===== config.mk =====
export PLATFORM = sky130hd
export DESIGN_NAME = ctsr_router
export DESIGN_NICKNAME = d
export VERILOG_FILES = /design/src/core/ctsr_sync3.v /design/src/core/ctsr_qual.v /design/src/core/ctsr_router.v
export VERILOG_INCLUDE_DIRS = /design/src /design/src/core
export SDC_FILE = /design/constraint.sdc
export NUM_CORES = 1
export LEC_CHECK = 0
export ABC_CLOCK_PERIOD_IN_PS = 5600
export BUFFER_PORTS_ARGS = -buffer_cell sky130_fd_sc_hd__buf_2
export CORE_UTILIZATION = 30
export CTS_CLUSTER_SIZE = 40
export DETAILED_ROUTE_END_ITERATION = 8
export MAX_ROUTING_LAYER = met4
export SLEW_MARGIN = 20
export SYNTH_ARGS = -nofsm -noshare
export SYNTH_HDL_FRONTEND = slang
export SYNTH_HIERARCHICAL = 1
export SYNTH_SLANG_ARGS = --single-unit

===== constraint.sdc =====
create_clock -name CLK -period 5.6 [get_ports CLK]
set_input_delay 1.12 -clock CLK [delete_from_list [all_inputs] [get_ports CLK]]
set_output_delay 1.12 -clock CLK [all_outputs]
set_load 0.02 [all_outputs]

===== src/core/ctsr_map.vh =====
`ifndef CTSR_MAP_VH
`define CTSR_MAP_VH

// Register offsets on the plain register port
`define CTSR_ADDR_W 4
`define CTSR_REG_TRIG_SRC 4'h0
`define CTSR_REG_TRIG_MODE 4'h1
`define CTSR_REG_SYNC_EN 4'h2
`define CTSR_REG_LINE_OE 4'h3
`define CTSR_REG_LINE_VAL 4'h4
`define CTSR_REG_STAT_SEL 4'h5
`define CTSR_REG_STATUS 4'h6
`define CTSR_REG_TRIG_STATE 4'h7

// Trigger source select, one bit per input: 0 = trigger line, 1 = star line
`define CTSR_SRC_LINE 1'b0
`define CTSR_SRC_STAR 1'b1

// Qualification modes, two bits per input
`define CTSR_MODE_W 2
`define CTSR_MODE_HIGH 2'h0
`define CTSR_MODE_LOW 2'h1
`define CTSR_MODE_RISE 2'h2
`define CTSR_MODE_FALL 2'h3

// Sync enable field positions
`define CTSR_SYNC_A_LINE0 0
`define CTSR_SYNC_B_LINE1 1
`define CTSR_SYNC_C_LINE2 2
`define CTSR_SYNC_C_STAR 3

// Status selector
`define CTSR_SEL_W 2
`define CTSR_STAT_SLOT 2'h0
`define CTSR_STAT_CLOCK 2'h1
`define CTSR_STAT_VERSION 2'h2
`define CTSR_STAT_OE 2'h3

// Clock source codes
`define CTSR_CLK_BACKPLANE 1'b0
`define CTSR_CLK_ONBOARD 1'b1

// Bidirectional line group: 8 trigger lines plus the star line
`define CTSR_NUM_IO 9
`define CTSR_STAR_IO 8
// Output-enable mask spans discrete indices 33 to 48
`define CTSR_OE_MASK_W 16
`define CTSR_OE_FIRST_INDEX 33

`define CTSR_DATA_W 16
`define CTSR_ZERO16 16'h0000

`endif


===== src/core/ctsr_sync3.v =====
`timescale 1ns/1ps
`default_nettype none
// Three-stage input synchroniser; the change is taken once stages two and three agree
module ctsr_sync3 #(
	parameter W = 1
) (
	input wire clk,
	input wire rst_n,
	input wire [W-1:0] d,
	output reg [W-1:0] q
);
	reg [W-1:0] s1_r;
	reg [W-1:0] s2_r;
	reg [W-1:0] s3_r;
	genvar i;
	always @(posedge clk or negedge rst_n) begin
		if (!rst_n) begin
			s1_r <= {W{1'b0}};
			s2_r <= {W{1'b0}};
			s3_r <= {W{1'b0}};
		end else begin
			s1_r <= d;
			s2_r <= s1_r;
			s3_r <= s2_r;
		end
	end
	generate
		for (i = 0; i < W; i = i + 1) begin : g_bit
			always @(posedge clk or negedge rst_n) begin
				if (!rst_n) begin
					q[i] <= 1'b0;
				end else if (s2_r[i] == s3_r[i]) begin
					q[i] <= s3_r[i];
				end
			end
		end
	endgenerate
endmodule // ctsr_sync3
`default_nettype wire


===== src/core/ctsr_qual.v =====
`timescale 1ns/1ps
`default_nettype none
`include "ctsr_map.vh"
// Level or edge qualification of one synchronised trigger source
module ctsr_qual (
	input wire clk,
	input wire rst_n,
	input wire src,
	input wire [`CTSR_MODE_W-1:0] mode,
	output reg trig
);
	reg prev_r;
	reg trig_nxt;
	always @* begin
		case (mode)
			`CTSR_MODE_HIGH: trig_nxt = src;
			`CTSR_MODE_LOW: trig_nxt = ~src;
			`CTSR_MODE_RISE: trig_nxt = src & ~prev_r;
			`CTSR_MODE_FALL: trig_nxt = ~src & prev_r;
			default: trig_nxt = 1'b0;
		endcase
	end
	always @(posedge clk or negedge rst_n) begin
		if (!rst_n) begin
			prev_r <= 1'b0;
			trig <= 1'b0;
		end else begin
			prev_r <= src;
			trig <= trig_nxt;
		end
	end
endmodule // ctsr_qual
`default_nettype wire


===== src/core/ctsr_router.v =====
// Operation
// - Trigger A comes from line 0 or star A, B from line 1 or star B, C from line 2 or star.
// - Each trigger input takes exactly one of its two candidate sources at a time.
// - Sync A goes to line 0, sync B to line 1, sync C to line 2 and/or the star line.
// - Each sync destination has its own enable, so sync C may drive line 2 and star together.
// - Each trigger input fires on high level, low level, rising or falling edge.
// - Level modes hold the trigger for as long as the source sits at the active level.
// - Edge modes give one pulse per chosen transition and nothing while steady.
// - A host selector returns slot address, clock source, engine version or enable mask.
// - Clock source status reads 0 for backplane clock and 1 for on-board oscillator.
// - The enable mask has one bit per discrete index 33 to 48 showing driver enable.
// - The version item is a constant.
// - In the timing slot the block acts as a plain peripheral and drives no timing functions.
// - The clock switch is sampled once after power-on and then held.
// - All bidirectional trigger lines come up tri-stated until software enables them.
// - With both cores driving one line, the most recently written value is driven.
//
// Our own choices: the plain strobed port and the address map.
`timescale 1ns/1ps
`default_nettype none
`include "ctsr_map.vh"
module ctsr_router #(
	parameter [`CTSR_DATA_W-1:0] ENGINE_VERSION = 16'h0001, // Arbitrary value
	parameter NUM_IO = `CTSR_NUM_IO
) (
	input wire CLK,
	input wire RESETN,
	input wire [`CTSR_ADDR_W-1:0] ADDR,
	input wire [`CTSR_DATA_W-1:0] WDATA,
	input wire WR,
	input wire RD,
	output reg [`CTSR_DATA_W-1:0] RDATA,
	input wire [NUM_IO-1:0] LINE_IN,
	output reg [NUM_IO-1:0] LINE_OUT,
	output reg [NUM_IO-1:0] LINE_OE,
	input wire STAR_A_IN,
	input wire STAR_B_IN,
	input wire [4:0] SLOT_ADDR,
	input wire CLK_SEL_SWITCH,
	input wire SYNC_A,
	input wire SYNC_B,
	input wire SYNC_C,
	input wire CORE_A_WR,
	input wire CORE_B_WR,
	input wire [NUM_IO-1:0] CORE_A_OE,
	input wire [NUM_IO-1:0] CORE_B_OE,
	input wire [NUM_IO-1:0] CORE_A_VAL,
	input wire [NUM_IO-1:0] CORE_B_VAL,
	output reg TRIG_A,
	output reg TRIG_B,
	output reg TRIG_C,
	output reg CLOCK_SOURCE,
	output reg TIMING_DRIVE
);
	reg rst_s1_r;
	reg rst_n_r;
	wire rst_n;
	reg [2:0] trig_src_r;
	reg [3*`CTSR_MODE_W-1:0] trig_mode_r;
	reg [3:0] sync_en_r;
	reg [NUM_IO-1:0] sw_oe_r;
	reg [NUM_IO-1:0] sw_val_r;
	reg [NUM_IO-1:0] drv_oe_r;
	reg [NUM_IO-1:0] drv_val_r;
	reg [`CTSR_SEL_W-1:0] stat_sel_r;
	reg clk_sel_r;
	reg clk_sel_done_r;
	reg [`CTSR_DATA_W-1:0] rdata_nxt;
	reg [`CTSR_DATA_W-1:0] status_nxt;
	reg [NUM_IO-1:0] line_out_nxt;
	wire [NUM_IO-1:0] line_s;
	wire [1:0] star_s;
	wire [2:0] src_sel;
	wire [2:0] trig_q;
	wire [`CTSR_OE_MASK_W-1:0] oe_mask;

	// Reset released through two flops
	always @(posedge CLK or negedge RESETN) begin
		if (!RESETN) begin
			rst_s1_r <= 1'b0;
			rst_n_r <= 1'b0;
		end else begin
			rst_s1_r <= 1'b1;
			rst_n_r <= rst_s1_r;
		end
	end
	assign rst_n = rst_n_r;

	ctsr_sync3 #(
		.W(NUM_IO)
	) u_sync_line (
		.clk(CLK),
		.rst_n(rst_n),
		.d(LINE_IN),
		.q(line_s)
	);

	ctsr_sync3 #(
		.W(2)
	) u_sync_star (
		.clk(CLK),
		.rst_n(rst_n),
		.d({STAR_B_IN, STAR_A_IN}),
		.q(star_s)
	);

	// One select bit per input makes the two sources exclusive by construction
	assign src_sel[0] = trig_src_r[0] ? star_s[0] : line_s[0];
	assign src_sel[1] = trig_src_r[1] ? star_s[1] : line_s[1];
	assign src_sel[2] = trig_src_r[2] ? line_s[`CTSR_STAR_IO] : line_s[2];

	genvar i;
	generate
		for (i = 0; i < 3; i = i + 1) begin : g_qual
			ctsr_qual u_qual (
				.clk(CLK),
				.rst_n(rst_n),
				.src(src_sel[i]),
				.mode(trig_mode_r[i*`CTSR_MODE_W +: `CTSR_MODE_W]),
				.trig(trig_q[i])
			);
		end
	endgenerate

	always @(posedge CLK or negedge rst_n) begin
		if (!rst_n) begin
			TRIG_A <= 1'b0;
			TRIG_B <= 1'b0;
			TRIG_C <= 1'b0;
		end else begin
			TRIG_A <= trig_q[0];
			TRIG_B <= trig_q[1];
			TRIG_C <= trig_q[2];
		end
	end

	// Clock switch caught once after reset release, never again
	always @(posedge CLK or negedge rst_n) begin
		if (!rst_n) begin
			clk_sel_r <= `CTSR_CLK_BACKPLANE;
			clk_sel_done_r <= 1'b0;
		end else if (!clk_sel_done_r) begin
			clk_sel_r <= CLK_SEL_SWITCH;
			clk_sel_done_r <= 1'b1;
		end
	end

	// Register writes
	always @(posedge CLK or negedge rst_n) begin
		if (!rst_n) begin
			trig_src_r <= 3'h0;
			trig_mode_r <= 6'h00;
			sync_en_r <= 4'h0;
			sw_oe_r <= {NUM_IO{1'b0}};
			sw_val_r <= {NUM_IO{1'b0}};
			stat_sel_r <= `CTSR_STAT_SLOT;
		end else if (WR) begin
			case (ADDR)
				`CTSR_REG_TRIG_SRC: trig_src_r <= WDATA[2:0];
				`CTSR_REG_TRIG_MODE: trig_mode_r <= WDATA[5:0];
				`CTSR_REG_SYNC_EN: sync_en_r <= WDATA[3:0];
				`CTSR_REG_LINE_OE: sw_oe_r <= WDATA[NUM_IO-1:0];
				`CTSR_REG_LINE_VAL: sw_val_r <= WDATA[NUM_IO-1:0];
				`CTSR_REG_STAT_SEL: stat_sel_r <= WDATA[`CTSR_SEL_W-1:0];
				default: trig_src_r <= trig_src_r;
			endcase
		end
	end

	// Core drive arbitration: latest write wins; core B taken when both write at once
	always @(posedge CLK or negedge rst_n) begin
		if (!rst_n) begin
			drv_oe_r <= {NUM_IO{1'b0}};
			drv_val_r <= {NUM_IO{1'b0}};
		end else if (CORE_B_WR) begin
			drv_oe_r <= CORE_B_OE;
			drv_val_r <= CORE_B_VAL;
		end else if (CORE_A_WR) begin
			drv_oe_r <= CORE_A_OE;
			drv_val_r <= CORE_A_VAL;
		end
	end

	// Sync outputs override the driven value on enabled destinations
	always @* begin
		line_out_nxt = drv_val_r | sw_val_r;
		if (sync_en_r[`CTSR_SYNC_A_LINE0]) begin
			line_out_nxt[0] = SYNC_A;
		end
		if (sync_en_r[`CTSR_SYNC_B_LINE1]) begin
			line_out_nxt[1] = SYNC_B;
		end
		if (sync_en_r[`CTSR_SYNC_C_LINE2]) begin
			line_out_nxt[2] = SYNC_C;
		end
		if (sync_en_r[`CTSR_SYNC_C_STAR]) begin
			line_out_nxt[`CTSR_STAR_IO] = SYNC_C;
		end
	end

	always @(posedge CLK or negedge rst_n) begin
		if (!rst_n) begin
			LINE_OUT <= {NUM_IO{1'b0}};
			LINE_OE <= {NUM_IO{1'b0}};
		end else begin
			LINE_OUT <= line_out_nxt;
			LINE_OE <= drv_oe_r | sw_oe_r;
		end
	end

	// Mask bit 0 is discrete index 33; indices past the line group read 0
	assign oe_mask = {{(`CTSR_OE_MASK_W-NUM_IO){1'b0}}, LINE_OE};

	always @* begin
		case (stat_sel_r)
			`CTSR_STAT_SLOT: status_nxt = {11'h000, SLOT_ADDR};
			`CTSR_STAT_CLOCK: status_nxt = {15'h0000, clk_sel_r};
			`CTSR_STAT_VERSION: status_nxt = ENGINE_VERSION;
			`CTSR_STAT_OE: status_nxt = oe_mask;
			default: status_nxt = `CTSR_ZERO16;
		endcase
	end

	always @* begin
		case (ADDR)
			`CTSR_REG_TRIG_SRC: rdata_nxt = {13'h0000, trig_src_r};
			`CTSR_REG_TRIG_MODE: rdata_nxt = {10'h000, trig_mode_r};
			`CTSR_REG_SYNC_EN: rdata_nxt = {12'h000, sync_en_r};
			`CTSR_REG_LINE_OE: rdata_nxt = {7'h00, sw_oe_r};
			`CTSR_REG_LINE_VAL: rdata_nxt = {7'h00, sw_val_r};
			`CTSR_REG_STAT_SEL: rdata_nxt = {14'h0000, stat_sel_r};
			`CTSR_REG_STATUS: rdata_nxt = status_nxt;
			`CTSR_REG_TRIG_STATE: rdata_nxt = {13'h0000, TRIG_C, TRIG_B, TRIG_A};
			default: rdata_nxt = `CTSR_ZERO16;
		endcase
	end

	// Read data stands only in the cycle after the strobe
	always @(posedge CLK or negedge rst_n) begin
		if (!rst_n) begin
			RDATA <= `CTSR_ZERO16;
			CLOCK_SOURCE <= `CTSR_CLK_BACKPLANE;
			TIMING_DRIVE <= 1'b0;
		end else begin
			RDATA <= RD ? rdata_nxt : `CTSR_ZERO16;
			CLOCK_SOURCE <= clk_sel_r;
			TIMING_DRIVE <= 1'b0;
		end
	end
endmodule // ctsr_router
`default_nettype wire


==> run metrics <==
Pins Over Slew Limit 0; status complete, no violations; Non-Filler Instances 656; post-CTS sizing 0; crit path time final 2.25 ns; Slew @ Worst Pin 0.889 ns; Final ANT Viol Nets 0; Cells after DPL 624; r2r endpoint g_qual[2].u_qual/trig$_DFF_PN0_; Nets 537; # rows 45; first-pass GRT wire length 16.8 mm; Initial Utilization 30.6%; grt ovf 0; Area after DPL 5300 um^2; crit path max fanout 12; leak pwr 2.82 nW; Die W 126 um; critical path, cell by cell buf_2, nor3b_4, nand3b_4, mux2_4; CTS buffer count 17; initial antenna violation count 0; # port buffers 100; WS Path Type in -> reg; Final HPWL DP 7.63 mm; die height 126 um; slew margin rel. 40.7%; CTS Hold Bufs 0; Top Ports 121; Setup Fix Bufs, Post-CTS 0; die area 15,900 um^2; Fin Setup TNS 0 ns; Avg Inst Size Synth 13.4 um^2; # setup viols final 0; clock net sink count 116; Clock Path Buffers 2; crit share post-route 40.1%; cell area after synthesis 4630 um^2; crit path launch ADDR[2]; H-tree levels 4; Setup WS pre-CTS 2.94 ns; CP Capture Type flip-flop; CTS tree done; Vias/cell 4.61; RSZ-0062 raised after global routing no; synth warn 6; Layout area overhead 27.2%; Worst EP arrival 2.54 ns; min setup slack post-route 3.35 ns; DR DRC count 0; vias in the first global route 3,102; Total GRT Usage 14.8%; clock skew 0.00926 ns; Core ar. 15,100 um^2; Pwr Density 423 nW/um^2; Iter 0 DRT Violations 185; Inserted Diodes 0; Max-cap violations 0; cell count of the worst reg-to-reg path 1; Vias 3,024; Fillers 1,443; max incr delay on CP 0.50 ns; WL final 10.5 mm; Max Freq 445 MHz; share of layout cells above drive strength 1 41.9%; DR pass1 iterations 5; multi-input logic area 1640 um^2; Final Hold Vio Count 0; root buffer cell clkbuf_16; Clock Latency Late Sink 0.41 ns; routability congestion estimate 0.859; CP Data Required Time 5.90 ns; DR WL/cell 16.0 um; sequential standard cell area 2910 um^2; worst min path class reg -> async; worst r2r src rst_n$_DFF_PN0_; pin count of the biggest net entering global routing 72; reg-to-reg slack, setup 3.95 ns; peak supply drop 0.228 mV; Synth Instances 346; CTS clk-pin slew, worst paths 0.05 ns; hold slack 0.323 ns; startpoint types primary input; Final Cell Area 5900 um^2; CP max-delay cell nor3b_4
==> final cells by class <==
| type | instances | share of cell area, % |
|---|---|---|
| clock buffer | 21 | 7.47 |
| clock inverter | 11 | 2.70 |
| inverter | 1 | 0.0637 |
| multi-input combinational | 218 | 27.9 |
| sequential | 116 | 49.3 |
| tap | 188 | 3.99 |
| timing repair buffer | 101 | 8.62 |
==> layer usage <==
layer	share of wire, %	wire length, um	GRT usage (%)	vias up
li1	-	-	-	1422
met1	47	4900	18.9	1493
met2	47	4930	21.9	98
met3	5.1	539	4.98	11
met4	1.1	116	5.10	0
met5	0	0	-	-
==> metrics by stage <==
step           utilization (%)  power [W]
4_1_cts                   38.9    0.00253
6_report                  38.9    0.00250
3_5_place_dp              35.0    0.00142
5_1_grt                   38.9    0.00262
2_1_floorplan                -    0.00128
3_3_place_gp              35.0    0.00140
==> worst max-delay path: cells and delay by family <==
kind	cells	cell delay, ns
and+or+nand+nor	2	0.79
muxes	1	0.37
buffers and inverters	1	0.25
==> worst max-delay path by stage <==
stage                              end  slack [ns]  cells after the start
2_1_floorplan   CLOCK_SOURCE$_DFF_PN0_        2.13                      0
3_3_place_gp   sw_val_r[2]$_DFFE_PN0P_        2.96                      4
3_5_place_dp   sw_val_r[4]$_DFFE_PN0P_        2.94                      4
4_1_cts        sw_val_r[4]$_DFFE_PN0P_        3.38                      4
5_1_grt        sw_val_r[4]$_DFFE_PN0P_        3.31                      4
6_report       sw_val_r[4]$_DFFE_PN0P_        3.35                      4
==> flip-flops by register name (all words and copies together) (netlist names), 3 cells and up <==
signal and count:
LINE_OE 9, LINE_OUT 9, RDATA 9, drv_oe_r 9, drv_val_r 9, g_qual.u_qual/prev_r 3
g_qual.u_qual/trig 3, sw_oe_r 9, sw_val_r 9, sync_en_r 4, trig_mode_r 6, trig_src_r 3
u_sync_line/q 4, u_sync_line/s1_r 4, u_sync_line/s2_r 4, u_sync_line/s3_r 4
==> power breakdown <==
group	internal (W)	switching [W]	total (W)
logic	0.000169	0.000166	0.000335
registers	0.000966	0.0000955	0.00106
clock network	0.000738	0.000362	0.00110
total	0.00187	0.000623	0.00250
==> cells in the final DEF (no fill, tap or decap), drive strengths merged, types with 8 or more instances in the layout <==
| cell | n |
|---|---|
| nand2 | 28 |
| mux2 | 41 |
| conb | 10 |
| clkbuf | 21 |
| o21ai | 24 |
| or2 | 14 |
| buf | 101 |
| a22o | 8 |
| dfrtp | 116 |
| nor2 | 18 |
| mux2i | 24 |
(Power assumes the default switching activity.)
